`src/dbg_regs.svh`:
```
// Register offsets, field positions and reset values of the debug enable block
`ifndef DBG_REGS_SVH
`define DBG_REGS_SVH

// ----------------------------------------------------------------
// Widths
// ----------------------------------------------------------------
`define VEC_WIDTH 128
`define ADDR_WIDTH 5
`define WORD_WIDTH 32

// ----------------------------------------------------------------
// Register byte offsets on the Avalon-MM slave
// ----------------------------------------------------------------
`define OFS_STATE_VALUE 5'h00
`define OFS_CONTROL 5'h04
`define OFS_IRQ_STATUS 5'h08
`define OFS_IRQ_MASK 5'h0C
`define OFS_ENABLE_W0 5'h10
`define OFS_ENABLE_W3 5'h1C

// ----------------------------------------------------------------
// Fields
// ----------------------------------------------------------------
`define CTRL_PROV_ENABLE_BIT 0
`define IRQ_VALID_BIT 0
`define IRQ_FATAL_BIT 1
`define IRQ_WIDTH 2
`define STATE_FIELD_WIDTH 2

// ----------------------------------------------------------------
// One-time-programmable state word codes
// ----------------------------------------------------------------
`define OTP_CODE_CHIP_MAKER 32'h0000_0000
`define OTP_CODE_DEVICE_MAKER 32'h0000_0001
`define OTP_CODE_SECURE 32'h0000_0003
`define OTP_CODE_RETURN 32'h0000_0007

// ----------------------------------------------------------------
// Reset values
// ----------------------------------------------------------------
`define VEC_ONES {128{1'b1}}
`define VEC_ZERO {128{1'b0}}
// Index is {mode, state}; secure enabled in the first mode is clear
`define DEFAULT_VECTORS_RESET \
	{{5{`VEC_ONES}}, `VEC_ZERO, {2{`VEC_ONES}}}
`define PERMANENT_MASKS_RESET {8{`VEC_ONES}}
`define PROV_MASK_RESET {128{1'b1}}
`define CONTROL_RESET 32'h0000_0000
`define IRQ_MASK_RESET 2'h0

`endif

```
`src/dbg_pkg.sv`:
```
// Types shared by both ends of the debug enable link
package dbg_pkg;

	// ----------------------------------------------------------------
	// Lifecycle states
	// ----------------------------------------------------------------
	typedef enum logic [1:0] {
		CHIP_MAKER_STATE = 2'h0,
		DEVICE_MAKER_STATE = 2'h1,
		SECURE_ENABLED_STATE = 2'h2,
		RETURN_STATE = 2'h3
	} lifecycle_state_e;

	// ----------------------------------------------------------------
	// Boot sequence of the device end
	// ----------------------------------------------------------------
	typedef enum logic [2:0] {
		WAIT_OTP = 3'b001,
		RUNNING = 3'b010,
		FAULT = 3'b100
	} boot_state_e;

endpackage : dbg_pkg

```
`src/debug_link_if.sv`:
```
// Link between the debug control unit and the system that consumes it
`timescale 1ns/100ps
`default_nettype none

interface debug_link_if (
	input wire logic clock
);
	dbg_pkg::lifecycle_state_e lifecycle_state;
	logic lifecycle_state_valid;
	logic fatal_error;
	logic provisioning_reset_request;
	logic [127:0] debug_control;
	logic [127:0] provisioning_debug_mask;
	logic [31:0] otp_word;
	logic otp_word_valid;

	modport device (
		output lifecycle_state,
		output lifecycle_state_valid,
		output fatal_error,
		output provisioning_reset_request,
		output debug_control,
		input provisioning_debug_mask,
		input otp_word,
		input otp_word_valid
	);

	modport system (
		input lifecycle_state,
		input lifecycle_state_valid,
		input fatal_error,
		input provisioning_reset_request,
		input debug_control,
		output provisioning_debug_mask,
		output otp_word,
		output otp_word_valid
	);
endinterface : debug_link_if

`default_nettype wire

```
`src/pin_sync.sv`:
```
// Three-stage synchroniser for pin inputs; a change counts once stages agree
`timescale 1ns/100ps
`default_nettype none

module pin_sync #(
	parameter int WIDTH = 1
) (
	input wire logic clock,
	input wire logic reset,
	input wire logic [WIDTH-1:0] pin,
	output logic [WIDTH-1:0] level
);
	logic [WIDTH-1:0] s1_q, s2_q, s3_q, level_q;
	logic [WIDTH-1:0] level_d;

	generate
		if (WIDTH < 1) begin : g_bad_width
			$error("pin_sync width must be at least one");
		end
	endgenerate

	always_comb begin
		level_d = level_q;
		if (s2_q == s3_q) begin
			level_d = s3_q;
		end
	end

	always_ff @(posedge clock) begin
		if (reset) begin
			s1_q <= '0;
			s2_q <= '0;
			s3_q <= '0;
			level_q <= '0;
		end else begin
			s1_q <= pin;
			s2_q <= s1_q;
			s3_q <= s2_q;
			level_q <= level_d;
		end
	end

	assign level = level_q;
endmodule : pin_sync

`default_nettype wire

```
`src/debug_control_unit.sv`:
```
// Device end: lifecycle state, debug enable vector and register slave
//
// Overview of operation
// - Load enable vector by state and mode
// - Defaults all ones, secure/first mode clear
// - Permanent mask per state/mode clears outputs
// - State register read stalls until valid
// - Invalid state raises fatal error, not valid
// - Integrator may route fatal error to reset
// - Consumers ignore state while not valid
// - Provisioning reset hits cores, DMA, keys
// - One memory region survives provisioning reset
// - Blank one-time memory reads as zero
// - Integrator sets provisioning mask bits
// - Outputs report state and debug domains
// - All signals on the single core clock
// - Provisioning mask clears outputs while enabled
// - Report secure enabled until state known
//
// The address map and the Avalon-MM register port were left to the implementer.
`timescale 1ns/100ps
`default_nettype none
`include "dbg_regs.svh"

module debug_control_unit #(
	parameter int VEC_W = `VEC_WIDTH,
	parameter logic [7:0][127:0] DEFAULT_VECTORS = `DEFAULT_VECTORS_RESET,
	parameter logic [7:0][127:0] PERMANENT_MASKS = `PERMANENT_MASKS_RESET
) (
	input wire logic clock,
	input wire logic reset,
	debug_link_if.device link,
	input wire logic test_port_mode_select,
	input wire logic [4:0] address,
	input wire logic read,
	input wire logic write,
	input wire logic [31:0] writedata,
	output logic [31:0] readdata,
	output logic waitrequest,
	output logic irq
);
	import dbg_pkg::*;

	generate
		if (VEC_W != 128) begin : g_bad_width
			$error("debug enable vector must be 128 bits");
		end
	endgenerate

	// ----------------------------------------------------------------
	// Test-port mode pin
	// ----------------------------------------------------------------
	logic mode_level;

	pin_sync #(
		.WIDTH(1)
	) i_pin_sync (
		.clock(clock),
		.reset(reset),
		.pin(test_port_mode_select),
		.level(mode_level)
	);

	// ----------------------------------------------------------------
	// Boot sequence and state decode
	// ----------------------------------------------------------------
	boot_state_e boot_q, boot_d;
	lifecycle_state_e state_q, state_d;
	logic [127:0] enable_q, enable_d;
	lifecycle_state_e decoded;
	logic decode_ok;
	logic [2:0] vec_idx;
	logic valid_event, fatal_event;
	logic wr_take;
	logic [2:0] wr_word;

	always_comb begin
		decode_ok = 1'b1;
		decoded = SECURE_ENABLED_STATE;
		case (link.otp_word)
			`OTP_CODE_CHIP_MAKER: decoded = CHIP_MAKER_STATE;
			`OTP_CODE_DEVICE_MAKER: decoded = DEVICE_MAKER_STATE;
			`OTP_CODE_SECURE: decoded = SECURE_ENABLED_STATE;
			`OTP_CODE_RETURN: decoded = RETURN_STATE;
			default: decode_ok = 1'b0;
		endcase
	end

	assign vec_idx = {mode_level, decoded};
	assign wr_word = 3'(address[4:2] - 3'h4);

	always_comb begin
		boot_d = boot_q;
		state_d = state_q;
		enable_d = enable_q;
		valid_event = 1'b0;
		fatal_event = 1'b0;
		case (boot_q)
			WAIT_OTP: begin
				if (link.otp_word_valid && decode_ok) begin
					boot_d = RUNNING;
					state_d = decoded;
					enable_d = DEFAULT_VECTORS[vec_idx];
					valid_event = 1'b1;
				end else if (link.otp_word_valid) begin
					boot_d = FAULT;
					fatal_event = 1'b1;
				end
			end
			RUNNING: begin
				if (wr_take && address >= `OFS_ENABLE_W0) begin
					enable_d[wr_word[1:0]*32 +: 32] = writedata;
				end
			end
			FAULT: begin
				boot_d = FAULT;
			end
			default: begin
				boot_d = WAIT_OTP;
			end
		endcase
	end

	always_ff @(posedge clock) begin
		if (reset) begin
			boot_q <= WAIT_OTP;
			state_q <= SECURE_ENABLED_STATE;
			enable_q <= '0;
		end else begin
			boot_q <= boot_d;
			state_q <= state_d;
			enable_q <= enable_d;
		end
	end

	// ----------------------------------------------------------------
	// Link outputs
	// ----------------------------------------------------------------
	logic [127:0] control_q, control_d;
	logic prov_en_q, prov_en_d;
	logic [2:0] mask_idx;

	assign mask_idx = {mode_level, state_q};

	always_comb begin
		control_d = enable_q & PERMANENT_MASKS[mask_idx];
		if (prov_en_q) begin
			control_d = control_d & link.provisioning_debug_mask;
		end
	end

	always_ff @(posedge clock) begin
		if (reset) begin
			control_q <= '0;
		end else begin
			control_q <= control_d;
		end
	end

	// Outputs report state, validity and domains
	assign link.debug_control = control_q;
	assign link.lifecycle_state = state_q;
	assign link.lifecycle_state_valid = boot_q == RUNNING;
	assign link.fatal_error = boot_q == FAULT;
	assign link.provisioning_reset_request = prov_en_q;

	// ----------------------------------------------------------------
	// Avalon-MM slave, one wait cycle per access; state reads wait longer until valid
	// ----------------------------------------------------------------
	logic ack_q, ack_d;
	logic [31:0] rdata_q, rdata_d;
	logic stall;
	logic [1:0] irq_status_q, irq_status_d;
	logic [1:0] irq_mask_q, irq_mask_d;
	logic status_clear;
	localparam logic [31:0] CONTROL_INIT = `CONTROL_RESET;

	// State reads hold off until the state is valid
	assign stall = read && address == `OFS_STATE_VALUE && boot_q != RUNNING;
	assign wr_take = ack_q && write;

	always_comb begin
		ack_d = (read || write) && !ack_q && !stall;
		rdata_d = rdata_q;
		status_clear = 1'b0;
		if (ack_d && read) begin
			rdata_d = '0;
			case (address)
				`OFS_STATE_VALUE: rdata_d = {30'h0, state_q};
				`OFS_CONTROL: rdata_d = {31'h0, prov_en_q};
				`OFS_IRQ_STATUS: begin
					rdata_d = {30'h0, irq_status_q};
					status_clear = 1'b1;
				end
				`OFS_IRQ_MASK: rdata_d = {30'h0, irq_mask_q};
				default: begin
					if (address >= `OFS_ENABLE_W0) begin
						rdata_d = enable_q[wr_word[1:0]*32 +: 32];
					end
				end
			endcase
		end
	end

	always_comb begin
		prov_en_d = prov_en_q;
		irq_mask_d = irq_mask_q;
		if (wr_take && address == `OFS_CONTROL) begin
			prov_en_d = writedata[`CTRL_PROV_ENABLE_BIT];
		end
		if (wr_take && address == `OFS_IRQ_MASK) begin
			irq_mask_d = writedata[1:0];
		end
		irq_status_d = status_clear ? 2'h0 : irq_status_q;
		irq_status_d[`IRQ_VALID_BIT] = irq_status_d[`IRQ_VALID_BIT]
			| valid_event;
		irq_status_d[`IRQ_FATAL_BIT] = irq_status_d[`IRQ_FATAL_BIT]
			| fatal_event;
	end

	always_ff @(posedge clock) begin
		if (reset) begin
			ack_q <= 1'b0;
			rdata_q <= '0;
			prov_en_q <= CONTROL_INIT[`CTRL_PROV_ENABLE_BIT];
			irq_status_q <= 2'h0;
			irq_mask_q <= `IRQ_MASK_RESET;
		end else begin
			ack_q <= ack_d;
			rdata_q <= rdata_d;
			prov_en_q <= prov_en_d;
			irq_status_q <= irq_status_d;
			irq_mask_q <= irq_mask_d;
		end
	end

	assign waitrequest = !ack_q;
	assign readdata = rdata_q;
	assign irq = |(irq_status_q & irq_mask_q);
endmodule : debug_control_unit

`default_nettype wire

```
`src/flat_wrapper.sv`:
```
// flat-port wrapper written by rule: the top's interface ports become plain ports
module debug_control_unit_flat import dbg_pkg::*;
#(
	parameter int VEC_W = `VEC_WIDTH,
	parameter logic [7:0][127:0] DEFAULT_VECTORS = `DEFAULT_VECTORS_RESET,
	parameter logic [7:0][127:0] PERMANENT_MASKS = `PERMANENT_MASKS_RESET
)
  (clock, reset, test_port_mode_select, address, read, write, writedata, readdata, waitrequest, irq, link_lifecycle_state, link_lifecycle_state_valid, link_fatal_error, link_provisioning_reset_request, link_debug_control, link_provisioning_debug_mask, link_otp_word, link_otp_word_valid);
  debug_link_if link_i (.clock(clock));
  input wire logic clock;
  input wire logic reset;
  input wire logic test_port_mode_select;
  input wire logic [4:0] address;
  input wire logic read;
  input wire logic write;
  input wire logic [31:0] writedata;
  output logic [31:0] readdata;
  output logic waitrequest;
  output logic irq;
  output wire logic [$bits(link_i.lifecycle_state)-1:0] link_lifecycle_state;
  output wire logic [$bits(link_i.lifecycle_state_valid)-1:0] link_lifecycle_state_valid;
  output wire logic [$bits(link_i.fatal_error)-1:0] link_fatal_error;
  output wire logic [$bits(link_i.provisioning_reset_request)-1:0] link_provisioning_reset_request;
  output wire logic [$bits(link_i.debug_control)-1:0] link_debug_control;
  input wire logic [$bits(link_i.provisioning_debug_mask)-1:0] link_provisioning_debug_mask;
  input wire logic [$bits(link_i.otp_word)-1:0] link_otp_word;
  input wire logic [$bits(link_i.otp_word_valid)-1:0] link_otp_word_valid;
  assign link_lifecycle_state = link_i.lifecycle_state;
  assign link_lifecycle_state_valid = link_i.lifecycle_state_valid;
  assign link_fatal_error = link_i.fatal_error;
  assign link_provisioning_reset_request = link_i.provisioning_reset_request;
  assign link_debug_control = link_i.debug_control;
  assign link_i.provisioning_debug_mask = link_provisioning_debug_mask;
  assign link_i.otp_word = link_otp_word;
  assign link_i.otp_word_valid = link_otp_word_valid;
  debug_control_unit #(.VEC_W(VEC_W), .DEFAULT_VECTORS(DEFAULT_VECTORS), .PERMANENT_MASKS(PERMANENT_MASKS)) u_core (.clock(clock), .reset(reset), .link(link_i), .test_port_mode_select(test_port_mode_select), .address(address), .read(read), .write(write), .writedata(writedata), .readdata(readdata), .waitrequest(waitrequest), .irq(irq));
endmodule
```
`config.mk`:
```
export PLATFORM = sky130hd
export DESIGN_NAME = debug_control_unit_flat
export DESIGN_NICKNAME = d
export VERILOG_FILES = /design/src/dbg_pkg.sv /design/src/debug_link_if.sv /design/src/pin_sync.sv /design/src/debug_control_unit.sv /design/src/flat_wrapper.sv
export VERILOG_INCLUDE_DIRS = /design/src /design/src/src
export SDC_FILE = /design/constraint.sdc
export NUM_CORES = 1
export LEC_CHECK = 0
export BUFFER_PORTS_ARGS = -buffer_cell sky130_fd_sc_hd__clkbuf_2
export CORE_ASPECT_RATIO = 1.4
export CORE_MARGIN = 4
export CORE_UTILIZATION = 38
export CTS_CLUSTER_DIAMETER = 120
export DETAILED_ROUTE_END_ITERATION = 8
export GPL_TIMING_DRIVEN = 1
export PLACE_DENSITY_LB_ADDON = 0.3
export REMOVE_ABC_BUFFERS = 1
export SYNTH_ARGS = -nofsm -noshare
export SYNTH_HDL_FRONTEND = slang
export SYNTH_HIERARCHICAL = 1
export SYNTH_SLANG_ARGS = --single-unit
```
`constraint.sdc`:
```
create_clock -name clock -period 8.8 [get_ports clock]
set_clock_uncertainty 0.1 [all_clocks]
set_input_delay 0.88 -clock clock [delete_from_list [all_inputs] [get_ports clock]]
set_output_delay 0.88 -clock clock [all_outputs]
set_load 0.005 [all_outputs]
```
==> metrics.txt, run 1 <==
# TYPE chip_impl_metric gauge
chip_impl_metric{name="drc",unit=""} 0
chip_impl_metric{name="postLayoutSetupSlackWorst",unit="ns"} 5.080
chip_impl_metric{name="min_period_over_period",unit=""} 0.4228
chip_impl_info{name="clock-root-buffer",value="sky130_fd_sc_hd__clkbuf_16"} 1
chip_impl_metric{name="grt_pass1_wl",unit="µm"} 81100
chip_impl_metric{name="intPower",unit="mW"} 2.272
chip_impl_info{name="r2r-end",value="u_core/enable_q[63]"} 1
chip_impl_metric{name="syn_area_per_cell",unit="µm²"} 9.136
chip_impl_metric{name="final_layout_size_suffix_gt1_frac",unit=""} 0.2633
chip_impl_metric{name="dieArea",unit="µm²"} 42840
chip_impl_metric{name="core_area",unit="µm²"} 38820
chip_impl_metric{name="netSwitchingFraction",unit=""} 0.2481
chip_impl_metric{name="yosys_warnings",unit=""} 6
chip_impl_metric{name="synth-edff-count",unit=""} 0
chip_impl_metric{name="half_perimeter_wire_length_after_placement",unit="µm"} 32650
chip_impl_metric{name="report.final.hold_viol_count",unit=""} 0
chip_impl_metric{name="die_x",unit="µm"} 176.1
chip_impl_metric{name="period_needed",unit="ns"} 3.720
chip_impl_metric{name="total_power_consumption_of_the_routed_design",unit="mW"} 3.021
chip_impl_metric{name="via_count_of_the_first_global_routing_pass",unit=""} 13930
chip_impl_metric{name="pin_count",unit=""} 370
chip_impl_metric{name="clock_sink_count",unit=""} 303
chip_impl_info{name="worstHoldEndpoint",value="u_core/i_pin_sync/s2_q"} 1
chip_impl_metric{name="detail_route.iter0.violations",unit=""} 1872
chip_impl_metric{name="number_of_post_cts_setup_repair_buffers",unit=""} 0
chip_impl_metric{name="synth.cell_area",unit="µm²"} 15030
chip_impl_metric{name="routed_wirelength",unit="µm"} 54000
chip_impl_metric{name="timing_worst_slew_pin_value",unit="ns"} 1.260
chip_impl_metric{name="synth-seq-area-share",unit=""} 0.4036
chip_impl_metric{name="rows",unit=""} 85
chip_impl_metric{name="wp_data_required",unit="ns"} 9.17
chip_impl_info{name="most_common_flop_cell_mapped_by_yosys",value="sky130_fd_sc_hd__dfxtp_1"} 1
chip_impl_metric{name="highest_achievable_clock_rate",unit="MHz"} 268.8
chip_impl_metric{name="final_cell_area",unit="µm²"} 17700
chip_impl_metric{name="cts.reportedPaths.clkPinSlew",unit="ns"} 0.06
chip_impl_metric{name="detailedRoute.firstPassIterationCount",unit=""} 6
chip_impl_metric{name="post_cts_resized",unit=""} 0
chip_impl_metric{name="timing.reg2reg.setup_slack",unit="ns"} 5.49
chip_impl_metric{name="initial_antenna_violation_count",unit=""} 6
chip_impl_metric{name="worstRegToRegCells",unit=""} 7
chip_impl_info{name="endpoint_kind",value="register"} 1
chip_impl_metric{name="post_drt_wl_per_cell",unit="µm"} 22.46
chip_impl_metric{name="distinct_cells_synth",unit=""} 52
chip_impl_metric{name="gp_congestion",unit=""} 0.8222
chip_impl_metric{name="clockPowerShare",unit=""} 0.455
chip_impl_metric{name="worst_hold_slack",unit="ns"} 0.3535
chip_impl_metric{name="grt_max_degree",unit=""} 134
chip_impl_metric{name="die_h",unit="µm"} 243.3
chip_impl_info{name="layout.cells.most_common_list",value="sky130_fd_sc_hd__clkbuf_2 (366), sky130_fd_sc_hd__dfxtp_1 (302), sky130_fd_sc_hd__inv_1 (266)"} 1
chip_impl_metric{name="critPathMaxFanout",unit=""} 69
chip_impl_metric{name="cts.path.max_buffers",unit=""} 3
chip_impl_metric{name="gate_count_after_technology_mapping",unit=""} 1645
chip_impl_metric{name="buffer_ports.inserted",unit=""} 369
chip_impl_metric{name="cts-htree-levels",unit=""} 1
chip_impl_metric{name="dp_worst_setup_slack",unit="ns"} 4.629
chip_impl_metric{name="slew_headroom",unit=""} 0.1603
chip_impl_metric{name="routed-via-count",unit=""} 14290
chip_impl_info{name="worst_hold_startpoint",value="u_core/i_pin_sync/s1_q"} 1
chip_impl_metric{name="cts-hold-fix-buffers",unit=""} 0
chip_impl_metric{name="cellLeakagePower",unit="nW"} 7.267
chip_impl_metric{name="min_delay_path_depth",unit=""} 1
chip_impl_metric{name="clock_latency",unit="ns"} 0.58
chip_impl_metric{name="area_delta_synth_final",unit="%"} 17.79
chip_impl_metric{name="setup_violations",unit=""} 0
chip_impl_metric{name="grt_overflow",unit=""} 0
chip_impl_info{name="layout_commonest_cell",value="sky130_fd_sc_hd__clkbuf_2"} 1
chip_impl_info{name="cp-start-kind",value="input pin"} 1
chip_impl_metric{name="drv_cap",unit=""} 0
chip_impl_metric{name="worstPathArrival",unit="ns"} 4.09
chip_impl_metric{name="total_count_of_max_transition_violations_in_the_final_report",unit=""} 0
chip_impl_info{name="reg2reg_from",value="u_core/boot_q[2]"} 1
chip_impl_info{name="worstSetupPathType",value="in -> reg"} 1
chip_impl_metric{name="starting_density",unit=""} 0.3871
chip_impl_metric{name="globalRouteTotalUtil",unit=""} 0.2352
chip_impl_metric{name="power.ir.vdd_worst",unit="mV"} 0.1542
chip_impl_metric{name="net-switching-power",unit="mW"} 0.7495
chip_impl_metric{name="num-nets-final",unit=""} 2063
chip_impl_metric{name="route.antenna.remaining_nets",unit=""} 0
chip_impl_metric{name="share_of_synthesized_flip_flops_with_an_asynchronous_set_or_reset",unit=""} 0
chip_impl_metric{name="pwr-share-comb",unit=""} 0.090
chip_impl_info{name="hold_wc_path_type",value="reg -> reg"} 1
chip_impl_metric{name="total_negative_slack_for_setup_checks",unit="ns"} 0
chip_impl_info{name="rsz_0062_raised_after_global_routing",value="no"} 1
chip_impl_metric{name="post_drt_via_cell_ratio",unit=""} 5.943
chip_impl_info{name="tritoncts",value="built"} 1
chip_impl_metric{name="power_density_over_the_cells",unit="nW/µm²"} 170.7
chip_impl_info{name="outcome",value="complete, no violations"} 1
chip_impl_metric{name="synth-seq-cells",unit=""} 303
chip_impl_metric{name="tritoncts.num_buffers",unit=""} 31
chip_impl_metric{name="share_seq_of_total_power",unit=""} 0.456
chip_impl_metric{name="post_placement_cell_area",unit="µm²"} 16640
[critical path, cell delays in order]
cell and delay, ns:
sky130_fd_sc_hd__buf_4 0.29, sky130_fd_sc_hd__inv_1 0.30, sky130_fd_sc_hd__ha_2 0.86, sky130_fd_sc_hd__nand3_2 1.13, sky130_fd_sc_hd__a32oi_1 0.53
[power by group through the flow]
stage	clock network (mW)	logic [mW]	registers, mW
detailed placement	0	0.265	1.41
floorplan	0	0.131	1.41
global placement	0	0.262	1.41
CTS	1.40	0.266	1.38
finish	1.37	0.271	1.38
global route	1.45	0.291	1.38
[stage by stage]
step	util	std cells
global route	0.4560	2404
finish	0.4560	2404
floorplan	-	1436
detailed placement	0.4287	2341
global placement	0.4287	2341
CTS	0.4556	2398
[worst max-delay path by stage]
stage,to,slack (ns),startpoint,depth (start not counted)
floorplan,u_core/enable_q[32],2.72,link_otp_word[2],4
global placement,u_core/enable_q[29],4.68,address[3],5
detailed placement,u_core/enable_q[95],4.63,address[3],6
CTS,u_core/enable_q[95],5.23,address[3],6
global route,u_core/enable_q[31],4.99,address[3],5
finish,u_core/enable_q[7],5.08,address[2],5
[flip-flops by register name, summed over array words and instances, names as in the netlist]
register,count
u_core/i_pin_sync/s2_q,1
u_core/i_pin_sync/s3_q,1
u_core/ack_q,1
u_core/link.debug_control,128
u_core/readdata,32
u_core/i_pin_sync/level,1
u_core/irq_status_q,2
u_core/enable_q,128
u_core/link.provisioning_reset_request,1
u_core/irq_mask_q,2
u_core/i_pin_sync/s1_q,1
u_core/boot_q,3
u_core/link.lifecycle_state,2
[cell type report]
type                            instances  area (µm²)
Timing Repair Buffer                  383        1963
Inverter                              268        1011
Fill cell                            3822       21120
Clock inverter                         11       132.6
Clock buffer                           46       912.1
Sequential cell                       303        6070
Tap cell                              522       653.1
Antenna cell                            6       15.01
Multi-Input combinational cell        865        6945
[Yosys cell counts (all sizes together) (2+ instances only)]
master  count  area (µm²)
a221oi      2       17.52
nand4       9       116.4
and2b       2       15.01
nor4        6       37.54
a21oi     164       820.8
mux4       32       720.7
buf        74       558.0
o21ai       5       28.77
a32oi     128        1121
clkbuf    135       506.7
nor3        5       30.03
nand2      33       123.9
nand3      35       175.2
a311o       2       20.02
a31o        2       17.52
a211oi    133        1049
inv       268        1008
dfxtp     303        6066
nor2b       4       25.02
nand4b     32       280.3
ha          8       100.1
or4bb      97        1092
nand3b      2       15.01
mux2i       4       40.04
nor2       12       45.04
and4        3       26.28
a22oi       2       15.01
a31oi     129       807.0
[cell families (layout without fill, tap and decap cells)]
logic type / count (synthesis) / in the layout / synth area share
simple gates: 247 / 247 / 0.1355
compound gates: 574 / 574 / 0.2657
flops: 303 / 303 / 0.4036
buf+inv: 477 / 708 / 0.1380
fa+ha+maj: 8 / 8 / 0.006661
other cells: 0 / 6 / 0
mux: 36 / 36 / 0.05062
[metal layers]
layer	global-route usage	up-vias	wire length (µm)
met2	0.4138	752	27520
met1	0.2849	6902	20320
met3	0.03411	113	4222
met5	0	-	0
li1	-	6519	-
met4	0.1007	0	1942
No activity file was read; power rests on OpenSTA's default activity.
==> run 2, diff against run 1 <==
- clock period: 8.8 -> 3.1 ns (I/O delays scaled with it)
==> metrics.txt, run 2 (synthesis results as in run 1) <==
# TYPE chip_impl_metric gauge
chip_impl_metric{name="total_power_consumption_of_the_routed_design",unit="mW"} 9.373
chip_impl_metric{name="cts.reportedPaths.clkPinSlew",unit="ns"} 0.07
chip_impl_metric{name="clock_sink_count",unit=""} 303
chip_impl_metric{name="post_placement_cell_area",unit="µm²"} 17020
chip_impl_metric{name="grt_max_degree",unit=""} 177
chip_impl_metric{name="n_fill_cell",unit=""} 3654
chip_impl_metric{name="cts-hold-fix-buffers",unit=""} 127
chip_impl_metric{name="buffer_ports.inserted",unit=""} 369
chip_impl_metric{name="pin_count",unit=""} 370
chip_impl_metric{name="cellLeakagePower",unit="nW"} 8.089
chip_impl_metric{name="routed_wirelength",unit="µm"} 56540
chip_impl_metric{name="core_area",unit="µm²"} 38820
chip_impl_metric{name="power_density_over_the_cells",unit="nW/µm²"} 479.6
chip_impl_info{name="clock-root-buffer",value="sky130_fd_sc_hd__clkbuf_16"} 1
chip_impl_metric{name="highest_achievable_clock_rate",unit="MHz"} 393.0
chip_impl_metric{name="cts.path.max_buffers",unit=""} 3
chip_impl_metric{name="dieArea",unit="µm²"} 42840
chip_impl_metric{name="post_drt_via_cell_ratio",unit=""} 5.884
chip_impl_metric{name="critPathMaxFanout",unit=""} 128
chip_impl_metric{name="tritoncts.num_buffers",unit=""} 34
chip_impl_metric{name="postLayoutSetupSlackWorst",unit="ns"} 0.5552
chip_impl_metric{name="half_perimeter_wire_length_after_placement",unit="µm"} 33040
chip_impl_metric{name="drc",unit=""} 0
chip_impl_info{name="critical_path.endpoint",value="u_core/enable_q[114]"} 1
chip_impl_metric{name="die_h",unit="µm"} 243.3
chip_impl_metric{name="timing_worst_slew_pin_value",unit="ns"} 0.8950
chip_impl_metric{name="worst_hold_slack",unit="ns"} 0.04794
chip_impl_metric{name="post-route-util",unit=""} 0.5035
chip_impl_metric{name="globalRouteTotalUtil",unit=""} 0.2494
chip_impl_metric{name="routed-via-count",unit=""} 15090
chip_impl_metric{name="num-nets-final",unit=""} 2223
chip_impl_metric{name="grt_overflow",unit=""} 0
chip_impl_info{name="reg2reg_from",value="u_core/boot_q[1]"} 1
chip_impl_metric{name="worstPathArrival",unit="ns"} 2.82
chip_impl_metric{name="starting_density",unit=""} 0.3871
chip_impl_metric{name="final_cell_area",unit="µm²"} 19550
chip_impl_metric{name="final_layout_size_suffix_gt1_frac",unit=""} 0.2600
chip_impl_metric{name="post_cts_resized",unit=""} 0
chip_impl_metric{name="report.final.hold_viol_count",unit=""} 0
chip_impl_metric{name="timing.reg2reg.setup_slack",unit="ns"} 0.56
chip_impl_metric{name="gp_congestion",unit=""} 0.8514
chip_impl_info{name="layout_commonest_cell",value="sky130_fd_sc_hd__clkbuf_2"} 1
chip_impl_metric{name="area_delta_synth_final",unit="%"} 30.06
chip_impl_metric{name="rows",unit=""} 85
chip_impl_metric{name="route.antenna.remaining_nets",unit=""} 0
chip_impl_metric{name="detail_route.iter0.violations",unit=""} 1449
chip_impl_info{name="critPathLaunch",value="u_core/boot_q[1]"} 1
chip_impl_info{name="endpoint_kind",value="register"} 1
chip_impl_metric{name="via_count_of_the_first_global_routing_pass",unit=""} 14960
chip_impl_metric{name="initial_antenna_violation_count",unit=""} 7
chip_impl_metric{name="die_x",unit="µm"} 176.1
chip_impl_info{name="cp-start-kind",value="register"} 1
chip_impl_metric{name="min_period_over_period",unit=""} 0.8209
chip_impl_metric{name="post_drt_wl_per_cell",unit="µm"} 22.05
chip_impl_metric{name="clock_latency",unit="ns"} 0.52
chip_impl_metric{name="setup_violations",unit=""} 0
chip_impl_info{name="layout.cells.most_common_list",value="sky130_fd_sc_hd__clkbuf_2 (366), sky130_fd_sc_hd__dfxtp_1 (302), sky130_fd_sc_hd__inv_1 (266)"} 1
chip_impl_metric{name="detailedRoute.firstPassIterationCount",unit=""} 5
chip_impl_metric{name="drv_cap",unit=""} 0
chip_impl_info{name="r2r-end",value="u_core/enable_q[114]"} 1
chip_impl_info{name="worst_hold_startpoint",value="write"} 1
chip_impl_metric{name="grt_pass1_wl",unit="µm"} 85590
chip_impl_metric{name="number_of_post_cts_setup_repair_buffers",unit=""} 0
chip_impl_metric{name="cts-htree-levels",unit=""} 2
chip_impl_metric{name="total_count_of_max_transition_violations_in_the_final_report",unit=""} 0
chip_impl_metric{name="dp_worst_setup_slack",unit="ns"} 0.5723
chip_impl_metric{name="worstRegToRegCells",unit=""} 7
chip_impl_info{name="hold_wc_path_type",value="in -> reg"} 1
chip_impl_metric{name="wp_data_required",unit="ns"} 3.38
chip_impl_info{name="tritoncts",value="built"} 1
chip_impl_metric{name="power.ir.vdd_worst",unit="mV"} 0.3144
chip_impl_info{name="rsz_0062_raised_after_global_routing",value="no"} 1
chip_impl_info{name="outcome",value="complete, no violations"} 1
chip_impl_info{name="worstSetupPathType",value="reg -> reg"} 1
chip_impl_metric{name="slew_headroom",unit=""} 0.4033
chip_impl_metric{name="period_needed",unit="ns"} 2.545
[run 2: worst max-delay path, cell delays in order, from the launching register on]
cell and delay (ns):
sky130_fd_sc_hd__dfxtp_1 0.44, sky130_fd_sc_hd__or3b_1 0.44, sky130_fd_sc_hd__buf_4 0.18, sky130_fd_sc_hd__inv_4 0.20, sky130_fd_sc_hd__o211ai_1 0.18, sky130_fd_sc_hd__buf_12 0.23
sky130_fd_sc_hd__a31oi_1 0.37, sky130_fd_sc_hd__a32oi_1 0.09
[run 2: power by group]
part	switching, mW	leakage, nW	internal (mW)
clock network	1.70	0.609	2.82
logic	0.531	5.04	0.412
registers	0.0105	2.44	3.90
[run 2: area by class of cell]
type | count | area [µm²] | share of cell area
multi-input combinational | 865 | 6945 | 0.3554
timing repair buffer | 540 | 3610 | 0.1847
inverter | 268 | 1011 | 0.05173
antenna | 7 | 17.52 | 0.0008962
sequential | 303 | 6070 | 0.3105
clock inverter | 15 | 256.5 | 0.01312
tap | 522 | 653.1 | 0.03342
clock buffer | 44 | 982.2 | 0.05025
[run 2: metrics by stage]
step | setup TNS [ns] | std cells
after floorplan | -387.65 | 1436
after global placement | 0 | 2371
after detailed placement | 0 | 2371
after CTS | 0 | 2557
after global routing | 0 | 2564
final | 0 | 2564
[run 2: worst min path at each step]
stage / endpoint / cells past startpoint
3_5_place_dp: u_core/i_pin_sync/s2_q / 1
5_1_grt: u_core/ack_q / 3
6_report: u_core/ack_q / 3
4_1_cts: u_core/irq_mask_q[1] / 3
2_1_floorplan: u_core/boot_q[1] / 1
3_3_place_gp: u_core/readdata[26] / 2
[run 2: metal layers]
layer  up-vias  wire (µm)  share of wire  global-route usage
li1       6846          -              -                   -
met5         -          0              0                   0
met1      7242      21610           0.38              0.3101
met4         0       2856          0.051              0.1292
met3       166       4466          0.079             0.03427
met2       833      27610           0.49              0.4199
